--- src/include/scwg_map.svh ---
`ifndef SCWG_MAP_SVH
`define SCWG_MAP_SVH

// I/O ports, full 8-bit decode
`define SCWG_PTR_PORT 8'hee
`define SCWG_DATA_PORT 8'hef

// Indirect register numbers
`define SCWG_IDX_WAIT 8'h00
`define SCWG_IDX_MEMWIN 8'h01
`define SCWG_IDX_CSWIN 8'h02
`define SCWG_IDX_MISC 8'h03

// Reset values
`define SCWG_RST_PTR 8'h00
`define SCWG_RST_WAIT 8'h00
`define SCWG_RST_MEMWIN 8'hf0
`define SCWG_RST_CSWIN 8'h0f
`define SCWG_RST_MISC 8'h01
`define SCWG_AUTO_VALUE 8'hff

// Wait control fields
`define SCWG_F_DAISY 7:6
`define SCWG_F_VECTOR 5
`define SCWG_F_OPX 4
`define SCWG_F_MEM 3:2
`define SCWG_F_IO 1:0

// Memory window fields
`define SCWG_F_WIN_HI 7:4
`define SCWG_F_WIN_LO 3:0

// Opcodes of the return sequence
`define SCWG_OP_PREFIX 8'hed
`define SCWG_OP_RETURN 8'h4d

// Opcode fetches in the power-on period
`define SCWG_AUTO_FETCHES 16

`endif

--- src/include/scwg_pkg.sv ---
package scwg_pkg;

    // Wait generator states
    typedef enum logic {
        WS_IDLE,
        WS_COUNT
    } scwg_wait_e;

    // CPU bus strobes and buses, active-low strobes
    typedef struct packed {
        logic [15:0] addr;
        logic [7:0] data;
        logic opcode_fetch_strobe_n;
        logic mem_request_strobe_n;
        logic io_request_strobe_n;
        logic rd_n;
        logic wr_n;
    } scwg_bus_s;

    typedef logic [3:0] scwg_count_t;

endpackage

--- src/hdl/scwg_top.sv ---
`include "scwg_map.svh"
`timescale 1ns/1ps
`default_nettype none

module scwg_top
    import scwg_pkg::*;
#(
    parameter int FETCH_LIMIT = `SCWG_AUTO_FETCHES
) (
    // Clock and reset
    input wire logic CLK,
    input wire logic RST,
    // CPU bus from the core, same clock
    input wire scwg_bus_s CPU_BUS,
    input wire logic PERIPH_HIT,
    // Read data return
    output logic [7:0] DATA_OUT,
    output logic DATA_OE,
    // Wait request to the core
    output logic WAIT_N,
    // Settings for other units
    output logic [7:0] CS_WINDOW,
    output logic [7:0] MISC_OPTIONS,
    output logic AUTO_WAIT
);

    // Field count doubled: 00,01,10,11 -> 0,2,4,6
    function automatic scwg_count_t twice(input logic [1:0] f);
        twice = {1'b0, f, 1'b0};
    endfunction

    // Full low-byte port match
    function automatic logic port_hit(input logic [15:0] a, input logic [7:0] p);
        port_hit = (a[7:0] == p);
    endfunction

    // Strobe history for edge detection
    scwg_bus_s prev_q;
    scwg_bus_s prev_d;

    always_comb begin
        prev_d = CPU_BUS;
    end

    always_ff @(posedge CLK or posedge RST) begin
        if (RST) begin
            prev_q <= '{addr: 16'h0000, data: 8'h00, default: 1'b1};
        end else begin
            prev_q <= prev_d;
        end
    end

    // Decoded bus events
    logic fetch_fall;
    logic fetch_rise;
    logic mem_fall;
    logic io_fall;
    logic wr_fall;
    logic io_cycle;
    logic hit_ptr;
    logic hit_data;
    logic fetch_start;
    logic ack_start;
    logic mem_start;
    logic io_start;
    logic vec_start;

    // An acknowledge is a fetch strobe without memory request
    always_comb begin
        fetch_fall = prev_q.opcode_fetch_strobe_n & ~CPU_BUS.opcode_fetch_strobe_n;
        fetch_rise = ~prev_q.opcode_fetch_strobe_n & CPU_BUS.opcode_fetch_strobe_n;
        mem_fall = prev_q.mem_request_strobe_n & ~CPU_BUS.mem_request_strobe_n;
        io_fall = prev_q.io_request_strobe_n & ~CPU_BUS.io_request_strobe_n;
        io_cycle = ~CPU_BUS.io_request_strobe_n & CPU_BUS.opcode_fetch_strobe_n;
        wr_fall = io_cycle & prev_q.wr_n & ~CPU_BUS.wr_n;
        hit_ptr = port_hit(CPU_BUS.addr, `SCWG_PTR_PORT);
        hit_data = port_hit(CPU_BUS.addr, `SCWG_DATA_PORT);
        fetch_start = fetch_fall & ~CPU_BUS.mem_request_strobe_n;
        ack_start = fetch_fall & CPU_BUS.mem_request_strobe_n;
        mem_start = mem_fall & CPU_BUS.opcode_fetch_strobe_n;
        io_start = io_fall & CPU_BUS.opcode_fetch_strobe_n;
        vec_start = io_fall & ~CPU_BUS.opcode_fetch_strobe_n;
    end

    // Configuration registers
    logic [7:0] ptr_q;
    logic [7:0] ptr_d;
    logic [7:0] wait_q;
    logic [7:0] wait_d;
    logic [7:0] memwin_q;
    logic [7:0] memwin_d;
    logic [7:0] cswin_q;
    logic [7:0] cswin_d;
    logic [7:0] misc_q;
    logic [7:0] misc_d;
    logic auto_q;
    logic auto_d;
    logic [4:0] fetches_q;
    logic [4:0] fetches_d;
    logic [7:0] rd_q;
    logic [7:0] rd_d;
    logic [7:0] wait_eff;

    // Power-on period forces all ones until cleared or written
    always_comb begin
        wait_eff = auto_q ? `SCWG_AUTO_VALUE : wait_q;
    end

    // Register writes, pointer held between data accesses
    always_comb begin
        ptr_d = ptr_q;
        wait_d = wait_q;
        memwin_d = memwin_q;
        cswin_d = cswin_q;
        misc_d = misc_q;
        auto_d = auto_q;
        fetches_d = fetches_q;
        if (auto_q && fetch_rise) begin
            fetches_d = fetches_q + 5'd1;
            if (fetches_d == 5'(FETCH_LIMIT)) begin
                auto_d = 1'b0;
            end
        end
        if (wr_fall && hit_ptr) begin
            ptr_d = CPU_BUS.data;
        end
        if (wr_fall && hit_data) begin
            // Reserved pointer values write nothing
            unique case (ptr_q)
                `SCWG_IDX_WAIT: begin
                    wait_d = CPU_BUS.data;
                    auto_d = 1'b0;
                end
                `SCWG_IDX_MEMWIN: memwin_d = CPU_BUS.data;
                `SCWG_IDX_CSWIN: cswin_d = CPU_BUS.data;
                `SCWG_IDX_MISC: misc_d = CPU_BUS.data;
                default: ;
            endcase
        end
    end

    // Read data registered every clock; reserved index reads zero
    always_comb begin
        rd_d = 8'h00;
        if (hit_ptr) begin
            rd_d = ptr_q;
        end else begin
            unique case (ptr_q)
                `SCWG_IDX_WAIT: rd_d = wait_eff;
                `SCWG_IDX_MEMWIN: rd_d = memwin_q;
                `SCWG_IDX_CSWIN: rd_d = cswin_q;
                `SCWG_IDX_MISC: rd_d = misc_q;
                default: rd_d = 8'h00;
            endcase
        end
    end

    // Reset covers power-on and the external reset alike
    always_ff @(posedge CLK or posedge RST) begin
        if (RST) begin
            ptr_q <= `SCWG_RST_PTR;
            wait_q <= `SCWG_RST_WAIT;
            memwin_q <= `SCWG_RST_MEMWIN;
            cswin_q <= `SCWG_RST_CSWIN;
            misc_q <= `SCWG_RST_MISC;
            auto_q <= 1'b1;
            fetches_q <= 5'd0;
            rd_q <= 8'h00;
        end else begin
            ptr_q <= ptr_d;
            wait_q <= wait_d;
            memwin_q <= memwin_d;
            cswin_q <= cswin_d;
            misc_q <= misc_d;
            auto_q <= auto_d;
            fetches_q <= fetches_d;
            rd_q <= rd_d;
        end
    end

    // Wait counts from the effective control value
    logic in_window;
    logic onchip_io;
    logic return_armed;
    scwg_count_t mem_waits;
    scwg_count_t return_more;

    always_comb begin
        in_window = (CPU_BUS.addr[15:12] <= memwin_q[`SCWG_F_WIN_HI]) &&
                    (CPU_BUS.addr[15:12] >= memwin_q[`SCWG_F_WIN_LO]);
        onchip_io = hit_ptr | hit_data | PERIPH_HIT;
        mem_waits = in_window ? {2'b00, wait_eff[`SCWG_F_MEM]} : 4'd0;
        return_armed = wait_eff[7];
        // Total return waits 2 or 4, one already spent on the check
        return_more = wait_eff[6] ? 4'd3 : 4'd1;
    end

    // Wait generator
    scwg_wait_e state_q;
    scwg_wait_e state_d;
    scwg_count_t cnt_q;
    scwg_count_t cnt_d;
    logic prefix_q;
    logic prefix_d;
    logic infetch_q;
    logic infetch_d;
    logic check_q;
    logic check_d;
    scwg_count_t load;
    logic load_en;
    logic check_new;

    // Pick the count for the cycle that starts now
    always_comb begin
        load = 4'd0;
        load_en = 1'b0;
        check_new = 1'b0;
        if (fetch_start) begin
            check_new = prefix_q & return_armed;
            load = mem_waits + {3'b000, wait_eff[`SCWG_F_OPX]} + {3'b000, check_new};
            load_en = 1'b1;
        end else if (ack_start) begin
            load = twice(wait_eff[`SCWG_F_DAISY]);
            load_en = 1'b1;
        end else if (vec_start) begin
            load = {3'b000, wait_eff[`SCWG_F_VECTOR]};
            load_en = 1'b1;
        end else if (mem_start) begin
            load = mem_waits;
            load_en = 1'b1;
        end else if (io_start) begin
            load = onchip_io ? 4'd0 : twice(wait_eff[`SCWG_F_IO]);
            load_en = 1'b1;
        end
    end

    // One clock of wait request per counted wait
    always_comb begin
        state_d = state_q;
        cnt_d = cnt_q;
        check_d = check_q;
        prefix_d = prefix_q;
        infetch_d = infetch_q;
        if (fetch_start) begin
            infetch_d = 1'b1;
        end
        // Opcode byte is valid as the fetch strobe ends
        if (fetch_rise) begin
            infetch_d = 1'b0;
            if (infetch_q) begin
                prefix_d = (prev_q.data == `SCWG_OP_PREFIX);
            end
        end
        unique case (state_q)
            WS_IDLE: begin
                if (load_en && load != 4'd0) begin
                    state_d = WS_COUNT;
                    cnt_d = load;
                    check_d = check_new;
                end
            end
            WS_COUNT: begin
                if (cnt_q == 4'd1) begin
                    // Last wait of a fetch after the prefix looks at the opcode
                    if (check_q && CPU_BUS.data == `SCWG_OP_RETURN) begin
                        cnt_d = return_more;
                    end else begin
                        state_d = WS_IDLE;
                        cnt_d = 4'd0;
                    end
                    check_d = 1'b0;
                end else begin
                    cnt_d = cnt_q - 4'd1;
                end
            end
        endcase
    end

    always_ff @(posedge CLK or posedge RST) begin
        if (RST) begin
            state_q <= WS_IDLE;
            cnt_q <= 4'd0;
            check_q <= 1'b0;
            prefix_q <= 1'b0;
            infetch_q <= 1'b0;
        end else begin
            state_q <= state_d;
            cnt_q <= cnt_d;
            check_q <= check_d;
            prefix_q <= prefix_d;
            infetch_q <= infetch_d;
        end
    end

    // Outputs; data enable is combinational so it ends with the strobe
    always_comb begin
        WAIT_N = (state_q != WS_COUNT);
        DATA_OE = io_cycle & ~CPU_BUS.rd_n & (hit_ptr | hit_data);
        DATA_OUT = rd_q;
        CS_WINDOW = cswin_q;
        MISC_OPTIONS = misc_q;
        AUTO_WAIT = auto_q;
    end

endmodule // scwg_top

`default_nettype wire

--- config.mk ---
export PLATFORM = sky130hd
export DESIGN_NAME = scwg_top
export DESIGN_NICKNAME = d
export VERILOG_FILES = /design/src/include/scwg_pkg.sv /design/src/hdl/scwg_top.sv
export VERILOG_INCLUDE_DIRS = /design/src /design/src/include
export SDC_FILE = /design/constraint.sdc
export NUM_CORES = 1
export LEC_CHECK = 0
export ABC_CLOCK_PERIOD_IN_PS = 3100
export BUFFER_PORTS_ARGS = -buffer_cell sky130_fd_sc_hd__buf_2
export CORE_UTILIZATION = 51
export DETAILED_ROUTE_END_ITERATION = 6
export PLACE_DENSITY = 0.76
export SETUP_SLACK_MARGIN = 0.4
export SLEW_MARGIN = 20
export SYNTH_ARGS = -nofsm -noshare
export SYNTH_HDL_FRONTEND = slang
export SYNTH_SLANG_ARGS = --single-unit
--- constraint.sdc ---
create_clock -name CLK -period 3.1 [get_ports CLK]
set_clock_uncertainty 0.05 [all_clocks]
set_input_delay 0.775 -clock CLK [delete_from_list [all_inputs] [get_ports CLK]]
set_output_delay 0.775 -clock CLK [all_outputs]
set_load 0.005 [all_outputs]
==> impl_metrics.py, run 1 <==
metrics = {
    "global_route": {
        "grt_pass1_vias": 2491,
        "grt_max_degree": 75,
        "grt_first_pass_wirelength_mm": 12.7,
        "grt_overflow": 0,
        "track_usage": 0.233,
        "antenna_found_initial": 0,
    },
    "cts": {
        "clk_latency_ps": 350,
        "h-tree-depth": 3,
        "clockBufferDepth": 2,
        "root_buffer": "clkbuf_8",
        "cts_hold_buf": 0,
        "cts_tree": "yes",
        "cts_made_buffers": 9,
        "cts_sinks": 74,
        "clk_pin_slew_ps": 80,
    },
    "setup_path": {
        "cpMostUsedCell": "ha_4",
        "critPathKind": "in -> reg",
        "cp_num_buf_inv": 2,
        "r2r-start": "memwin_q[0]$_DFFE_PP0P_",
        "critPathLaunchType": "input port",
        "crit_start": "CPU_BUS[25]",
        "required_ps": 3290,
        "max_stage_delay_ps": 370,
        "path_delay_family": "compound AO/OA/AOI/OAI gates",
        "worstPathMaxFanout": 6,
        "worst_r2r_path_depth": 14,
        "arrival_ps": 3240,
        "path_cells": "buf_8 > inv_12 > ha_4 > nand2b_4 > a2111oi_4 > nor2_1 > nand2_2 > nor2_2 > fa_2 > ha_4 > nor2_4 > a211oi_2 > a31o_2 > a21oi_4 > nand3_1 > o21a_1",
        "reg2reg_to": "state_q$_DFF_PP0_",
        "worst-r2r-setup-slack_ps": 70,
        "slowest_stage": "a2111oi_4",
        "endpoint_kind": "flip-flop",
    },
    "cells_and_area": {
        "n_antenna_cell": 0,
        "final_area_um2": 4450,
        "nets": 414,
        "layout-drive-gt1-share": 0.472,
        "area_growth_pct": 23.8,
        "stdcell_count": 469,
        "fillers": 521,
        "regArea_um2": 1870,
        "multi_input_area_um2": 1750,
    },
    "routing": {
        "routed_wl_mm": 7.93,
        "dr.pass1.iters": 4,
        "drt_first_iter_violations": 141,
        "vias_per_cell": 5.50,
        "num_vias": 2580,
        "ant_nets": 0,
        "wl_per_cell_um": 16.9,
        "drc": 0,
    },
    "die": {
        "dieArea_um2": 7380,
        "pin_count": 59,
        "die_w_um": 85.9,
        "core_um2": 6790,
        "initial_core_util": 0.529,
        "die_y_um": 85.9,
        "rows": 30,
    },
    "logic_synthesis": {
        "synth-adder-area-share": 0.0509,
        "synth_top_family_by_area": "multiplexers",
        "netlist_instances": 296,
        "ys_ff_latch": 74,
        "synth_top_area_share": 0.418,
        "syn_area_per_cell_um2": 12.1,
        "synth_ff_type": "dfrtp_1",
        "synth_xor_area_frac": 0.0122,
        "ys_types": 48,
        "synth-simple-area-share": 0.150,
        "ys_async_sr_fraction": 1.00,
        "synth-compound-area-share": 0.0763,
        "ys_seq_area_frac": 0.521,
        "yosysWarnings": 0,
        "synth_area_leader_cell": "dfrtp_1",
        "synthTopCellsByArea": "dfrtp_1 42%, mux2_2 11%, dfstp_2 10%",
        "syn-num-nets": 342,
        "synth_edf_count": 0,
        "synthMuxAreaShare": 0.162,
        "netlist_area_um2": 3590,
    },
    "place": {
        "port_buffers": 54,
        "place_area_um2": 4160,
        "place_ws_ps": -420,
        "place.gp.congestion": 0.831,
        "dp_cells": 451,
        "hpwl_mm": 5.70,
    },
    "pwr": {
        "peakVddDrop_uv": 294,
        "p_sw_frac": 0.279,
        "powerDensity_nw_per_um2": 478,
        "p_comb_frac": 0.132,
        "netSwitchingPower_mw": 0.594,
        "power_leakage_nw": 2.17,
        "intPower_mw": 1.53,
        "power_frac_clock": 0.370,
        "pwr-share-seq": 0.498,
    },
    "timing": {
        "slew_headroom": 0.482,
        "hold-worst-slack_ps": 431,
        "final_hold_viol_count": 0,
        "max_freq_mhz": 327,
        "drv_slew": 0,
        "worst_slack_ps": 45.0,
        "grt_setup_unrepaired": "yes",
        "tightest_slew_ps": 776,
        "period_share": 0.985,
        "period_minus_slack_ps": 3050,
        "setup_viol": 0,
    },
    "job": {
        "drv_cap": 0,
    },
    "outcome": {
        "status": "finished, final reports clean",
    },
    "hold_path": {
        "hp-class": "in -> async",
    },
}
[cell usage after synthesis (5+ instances only)]
library cell and number:
o21ai_0 11, inv_1 16, mux4_2 7, nand4b_1 5
nand3_1 7, a31oi_1 5, or2_2 6, nor2_1 22
dfrtp_1 60, mux2_2 35, clkbuf_1 6, a22o_1 6
dfstp_2 14, ha_1 13, a21oi_1 6, nand2_1 20
[per-stage QoR]
step | util | TNS, ps | power (mW)
after detailed placement | 0.612 | -2260 | 1.35
final | 0.654 | 0 | 2.13
after floorplan | - | -246 | 1.25
after global routing | 0.654 | -93.5 | 2.23
after global placement | 0.612 | -2070 | 1.34
after CTS | 0.653 | 0 | 2.15
[logic make-up after synthesis]
kind of cell    Yosys count
fa+ha+maj                14
mux                      45
buf+inv                  26
simple gates             91
compound gates           41
flops                    74
xor+xnor                  5
[how the worst max path moves through the flow]
stage / endpoint / depth (start not counted)
finish: state_q$_DFF_PP0_ / 16
global route: check_q$_DFFE_PP0P_ / 16
CTS: state_q$_DFF_PP0_ / 16
detailed placement: state_q$_DFF_PP0_ / 16
global placement: state_q$_DFF_PP0_ / 16
floorplan: state_q$_DFF_PP0_ / 15
[placed cells by master (no fill, tap or decap), types with 4 or more instances in the layout]
cell / instances
dfrtp_1: 60
ha_4: 5
nor2_1: 20
dfstp_2: 14
nand2_1: 19
nand4b_1: 5
mux4_2: 7
or2_2: 6
o21ai_0: 9
buf_2: 53
a31oi_1: 5
xnor2_1: 4
clkbuf_8: 9
ha_1: 8
buf_4: 16
a22o_1: 6
inv_1: 13
mux2_2: 35
nand3_1: 7
a21oi_1: 5
nand4_1: 4
[final cells by class]
class,count,area share
multi-input cells,196,0.394
clock inverters,7,0.0194
inverters,16,0.0163
flip-flops and latches,74,0.420
clock buffers,9,0.0279
well taps,96,0.0270
repair buffers,71,0.0946
[power by group through the flow]
stage	combinational, mW	sequential (mW)	clock (mW)
floorplan	0.188	1.06	0
global placement	0.263	1.07	0
detailed placement	0.275	1.08	0
CTS	0.283	1.06	0.805
global route	0.322	1.06	0.844
finish	0.280	1.06	0.787
[layer usage]
| metal | vias to the layer above | global-route usage | share of wire |
|---|---|---|---|
| met5 | - | 0 | 0 |
| met4 | 0 | 0.0742 | 0.018 |
| li1 | 1217 | - | - |
| met3 | 11 | 0.0568 | 0.040 |
| met1 | 1288 | 0.319 | 0.46 |
| met2 | 64 | 0.367 | 0.48 |
[state kept, by name, indices dropped and copies added (netlist names)]
| register | cells |
|---|---|
| prev_q | 12 |
| CS_WINDOW | 8 |
| DATA_OUT | 8 |
| MISC_OPTIONS | 8 |
| memwin_q | 8 |
| ptr_q | 8 |
| wait_q | 8 |
| fetches_q | 5 |
| cnt_q | 4 |
| AUTO_WAIT | 1 |
| check_q | 1 |
| infetch_q | 1 |
| prefix_q | 1 |
| state_q | 1 |
[worst register-to-register path, cell delays in order, from the launching register on]
cell	delay, ps
dfrtp_1	460
ha_4	260
nand2b_4	150
a2111oi_4	370
nor2_1	100
nand2_2	100
nor2_2	40
fa_2	360
ha_4	230
nor2_4	80
a211oi_2	40
a31o_2	240
a21oi_4	190
nand3_1	90
o21a_1	170
[what timing repair did]
| action | CTS | global route |
|---|---|---|
| gates cloned | 0 | 0 |
| pin swaps | 12 | 5 |
| setup buffers | 2 | 0 |
| setup endpoints to repair | 6 | 7 |
| gates resized for setup | 10 | 4 |
Note: power is estimated with default switching activity, not from simulation.
==> run 2: changes to the inputs <==
--- a/config.mk
+++ b/config.mk
@@ -8,6 +8,7 @@
 export LEC_CHECK = 0
 export ABC_CLOCK_PERIOD_IN_PS = 3100
 export BUFFER_PORTS_ARGS = -buffer_cell sky130_fd_sc_hd__buf_2
+export CORE_ASPECT_RATIO = 1.75
 export CORE_UTILIZATION = 51
 export DETAILED_ROUTE_END_ITERATION = 6
 export PLACE_DENSITY = 0.76
==> impl_metrics.py, run 2 (same netlist as run 1, synthesis figures left out) <==
metrics = {
    "timing": {
        "period_share": 0.998,
        "hold-worst-slack_ps": 449,
        "setup_viol": 0,
        "grt_setup_unrepaired": "yes",
        "drv_slew": 0,
        "period_minus_slack_ps": 3090,
        "final_hold_viol_count": 0,
        "tightest_slew_ps": 768,
        "max_freq_mhz": 323,
        "slew_headroom": 0.487,
        "worst_slack_ps": 6.96,
    },
    "routing": {
        "vias_per_cell": 5.72,
        "ant_nets": 0,
        "dr.pass1.iters": 4,
        "num_vias": 2609,
        "routed_wl_mm": 8.44,
        "drt_first_iter_violations": 115,
        "wl_per_cell_um": 18.5,
        "drc": 0,
    },
    "cells_and_area": {
        "mostFrequentLayoutCell": "dfrtp_1",
        "nets": 413,
        "n_antenna_cell": 0,
        "layout-drive-gt1-share": 0.484,
        "area_growth_pct": 27.7,
        "top_register": "prev_q",
        "mostFrequentLayoutCells": "60 x dfrtp_1, 53 x buf_2, 35 x mux2_2, 19 x nand2_1, 18 x nor2_1",
        "largest_reg_flops": 12,
    },
    "global_route": {
        "grt_overflow": 0,
        "track_usage": 0.254,
        "grt_first_pass_wirelength_mm": 13.3,
        "antenna_found_initial": 0,
        "grt_max_degree": 48,
        "grt_pass1_vias": 2620,
    },
    "cts": {
        "root_buffer": "clkbuf_16",
        "clockBufferDepth": 2,
        "cts_made_buffers": 9,
        "cts_tree": "yes",
        "cts_hold_buf": 0,
        "clk_latency_ps": 340,
        "h-tree-depth": 3,
        "cts_sinks": 74,
        "clk_pin_slew_ps": 60,
    },
    "setup_path": {
        "arrival_ps": 3270,
        "worst-r2r-setup-slack_ps": 40,
        "path_delay_family": "compound AO/OA/AOI/OAI gates",
        "worstPathMaxFanout": 6,
        "crit_start": "CPU_BUS[25]",
        "cp_num_buf_inv": 2,
        "path_cells": "buf_12 > inv_12 > ha_4 > nand2b_4 > a2111oi_4 > nor2_2 > nand2_2 > nor2_2 > fa_2 > ha_4 > nor2_4 > a211oi_2 > a31o_2 > a21oi_4 > nand3_2 > o21a_1",
        "slowest_stage": "fa_2",
        "endpoint_kind": "flip-flop",
        "worst_r2r_path_depth": 15,
        "reg2reg_to": "state_q$_DFF_PP0_",
        "critPathLaunchType": "input port",
        "required_ps": 3280,
        "critPathKind": "in -> reg",
        "r2r-start": "memwin_q[7]$_DFFE_PP1P_",
        "max_stage_delay_ps": 360,
    },
    "hold_path": {
        "hp-class": "in -> async",
    },
    "die": {
        "initial_core_util": 0.524,
        "pin_count": 59,
        "core_um2": 6860,
        "dieArea_um2": 7390,
        "rows": 40,
        "die_w_um": 65.4,
        "die_y_um": 113,
    },
    "pwr": {
        "peakVddDrop_uv": 491,
        "power.total_mw": 2.56,
        "power_leakage_nw": 2.23,
        "powerDensity_nw_per_um2": 559,
    },
    "place": {
        "place_ws_ps": -413,
        "port_buffers": 54,
        "place.gp.congestion": 0.903,
        "hpwl_mm": 5.94,
    },
    "outcome": {
        "status": "finished, final reports clean",
    },
    "job": {
        "drv_cap": 0,
    },
}
==> run 2: what timing repair did <==
action,in CTS,in global routing
buffers inserted,1,0
setup endpoints to repair,6,6
resized for setup,10,9
hold endpoints to repair,0,0
pin swaps,9,3
==> run 2: through the flow <==
step / setup TNS (ps) / cell area (um2) / utilization / instances
6_report: 0 / 4590 / 0.669 / 456
5_1_grt: -339 / 4590 / 0.669 / 456
4_1_cts: 0 / 4560 / 0.665 / 456
3_5_place_dp: -2040 / 4150 / 0.605 / 439
3_3_place_gp: -1890 / 4150 / 0.605 / 439
2_1_floorplan: -246 / 3690 / - / 296
==> run 2: worst max-delay path by stage <==
stage | to | slack, ps | cells past startpoint
2_1_floorplan | state_q$_DFF_PP0_ | -110 | 15
3_3_place_gp | state_q$_DFF_PP0_ | -390 | 16
3_5_place_dp | state_q$_DFF_PP0_ | -410 | 17
4_1_cts | state_q$_DFF_PP0_ | 60 | 16
5_1_grt | state_q$_DFF_PP0_ | -100 | 16
6_report | state_q$_DFF_PP0_ | 7 | 16
==> run 2: layer usage <==
metal / share of wire / wire length (um) / global-route usage
met4: 0.028 / 240 / 0.133
met3: 0.042 / 351 / 0.0645
met5: 0 / 0 / 0
met2: 0.55 / 4640 / 0.428
met1: 0.38 / 3210 / 0.289
==> run 2: final cells by class <==
class / count / area (um2)
Fill cell: 473 / 2270
Tap cell: 84 / 105
Clock buffer: 11 / 253
Clock inverter: 5 / 100
Timing Repair Buffer: 70 / 418
Sequential cell: 74 / 1870
Inverter: 16 / 72.6
Multi-Input combinational cell: 196 / 1770
==> run 2: power by group <==
part	leakage (nW)	total (mW)	internal (mW)	switching [mW]
Clock	0.176	1.22	0.826	0.389
Combinational	1.12	0.289	0.129	0.159
Sequential	0.936	1.06	1.02	0.0441
Total	2.23	2.56	1.97	0.593
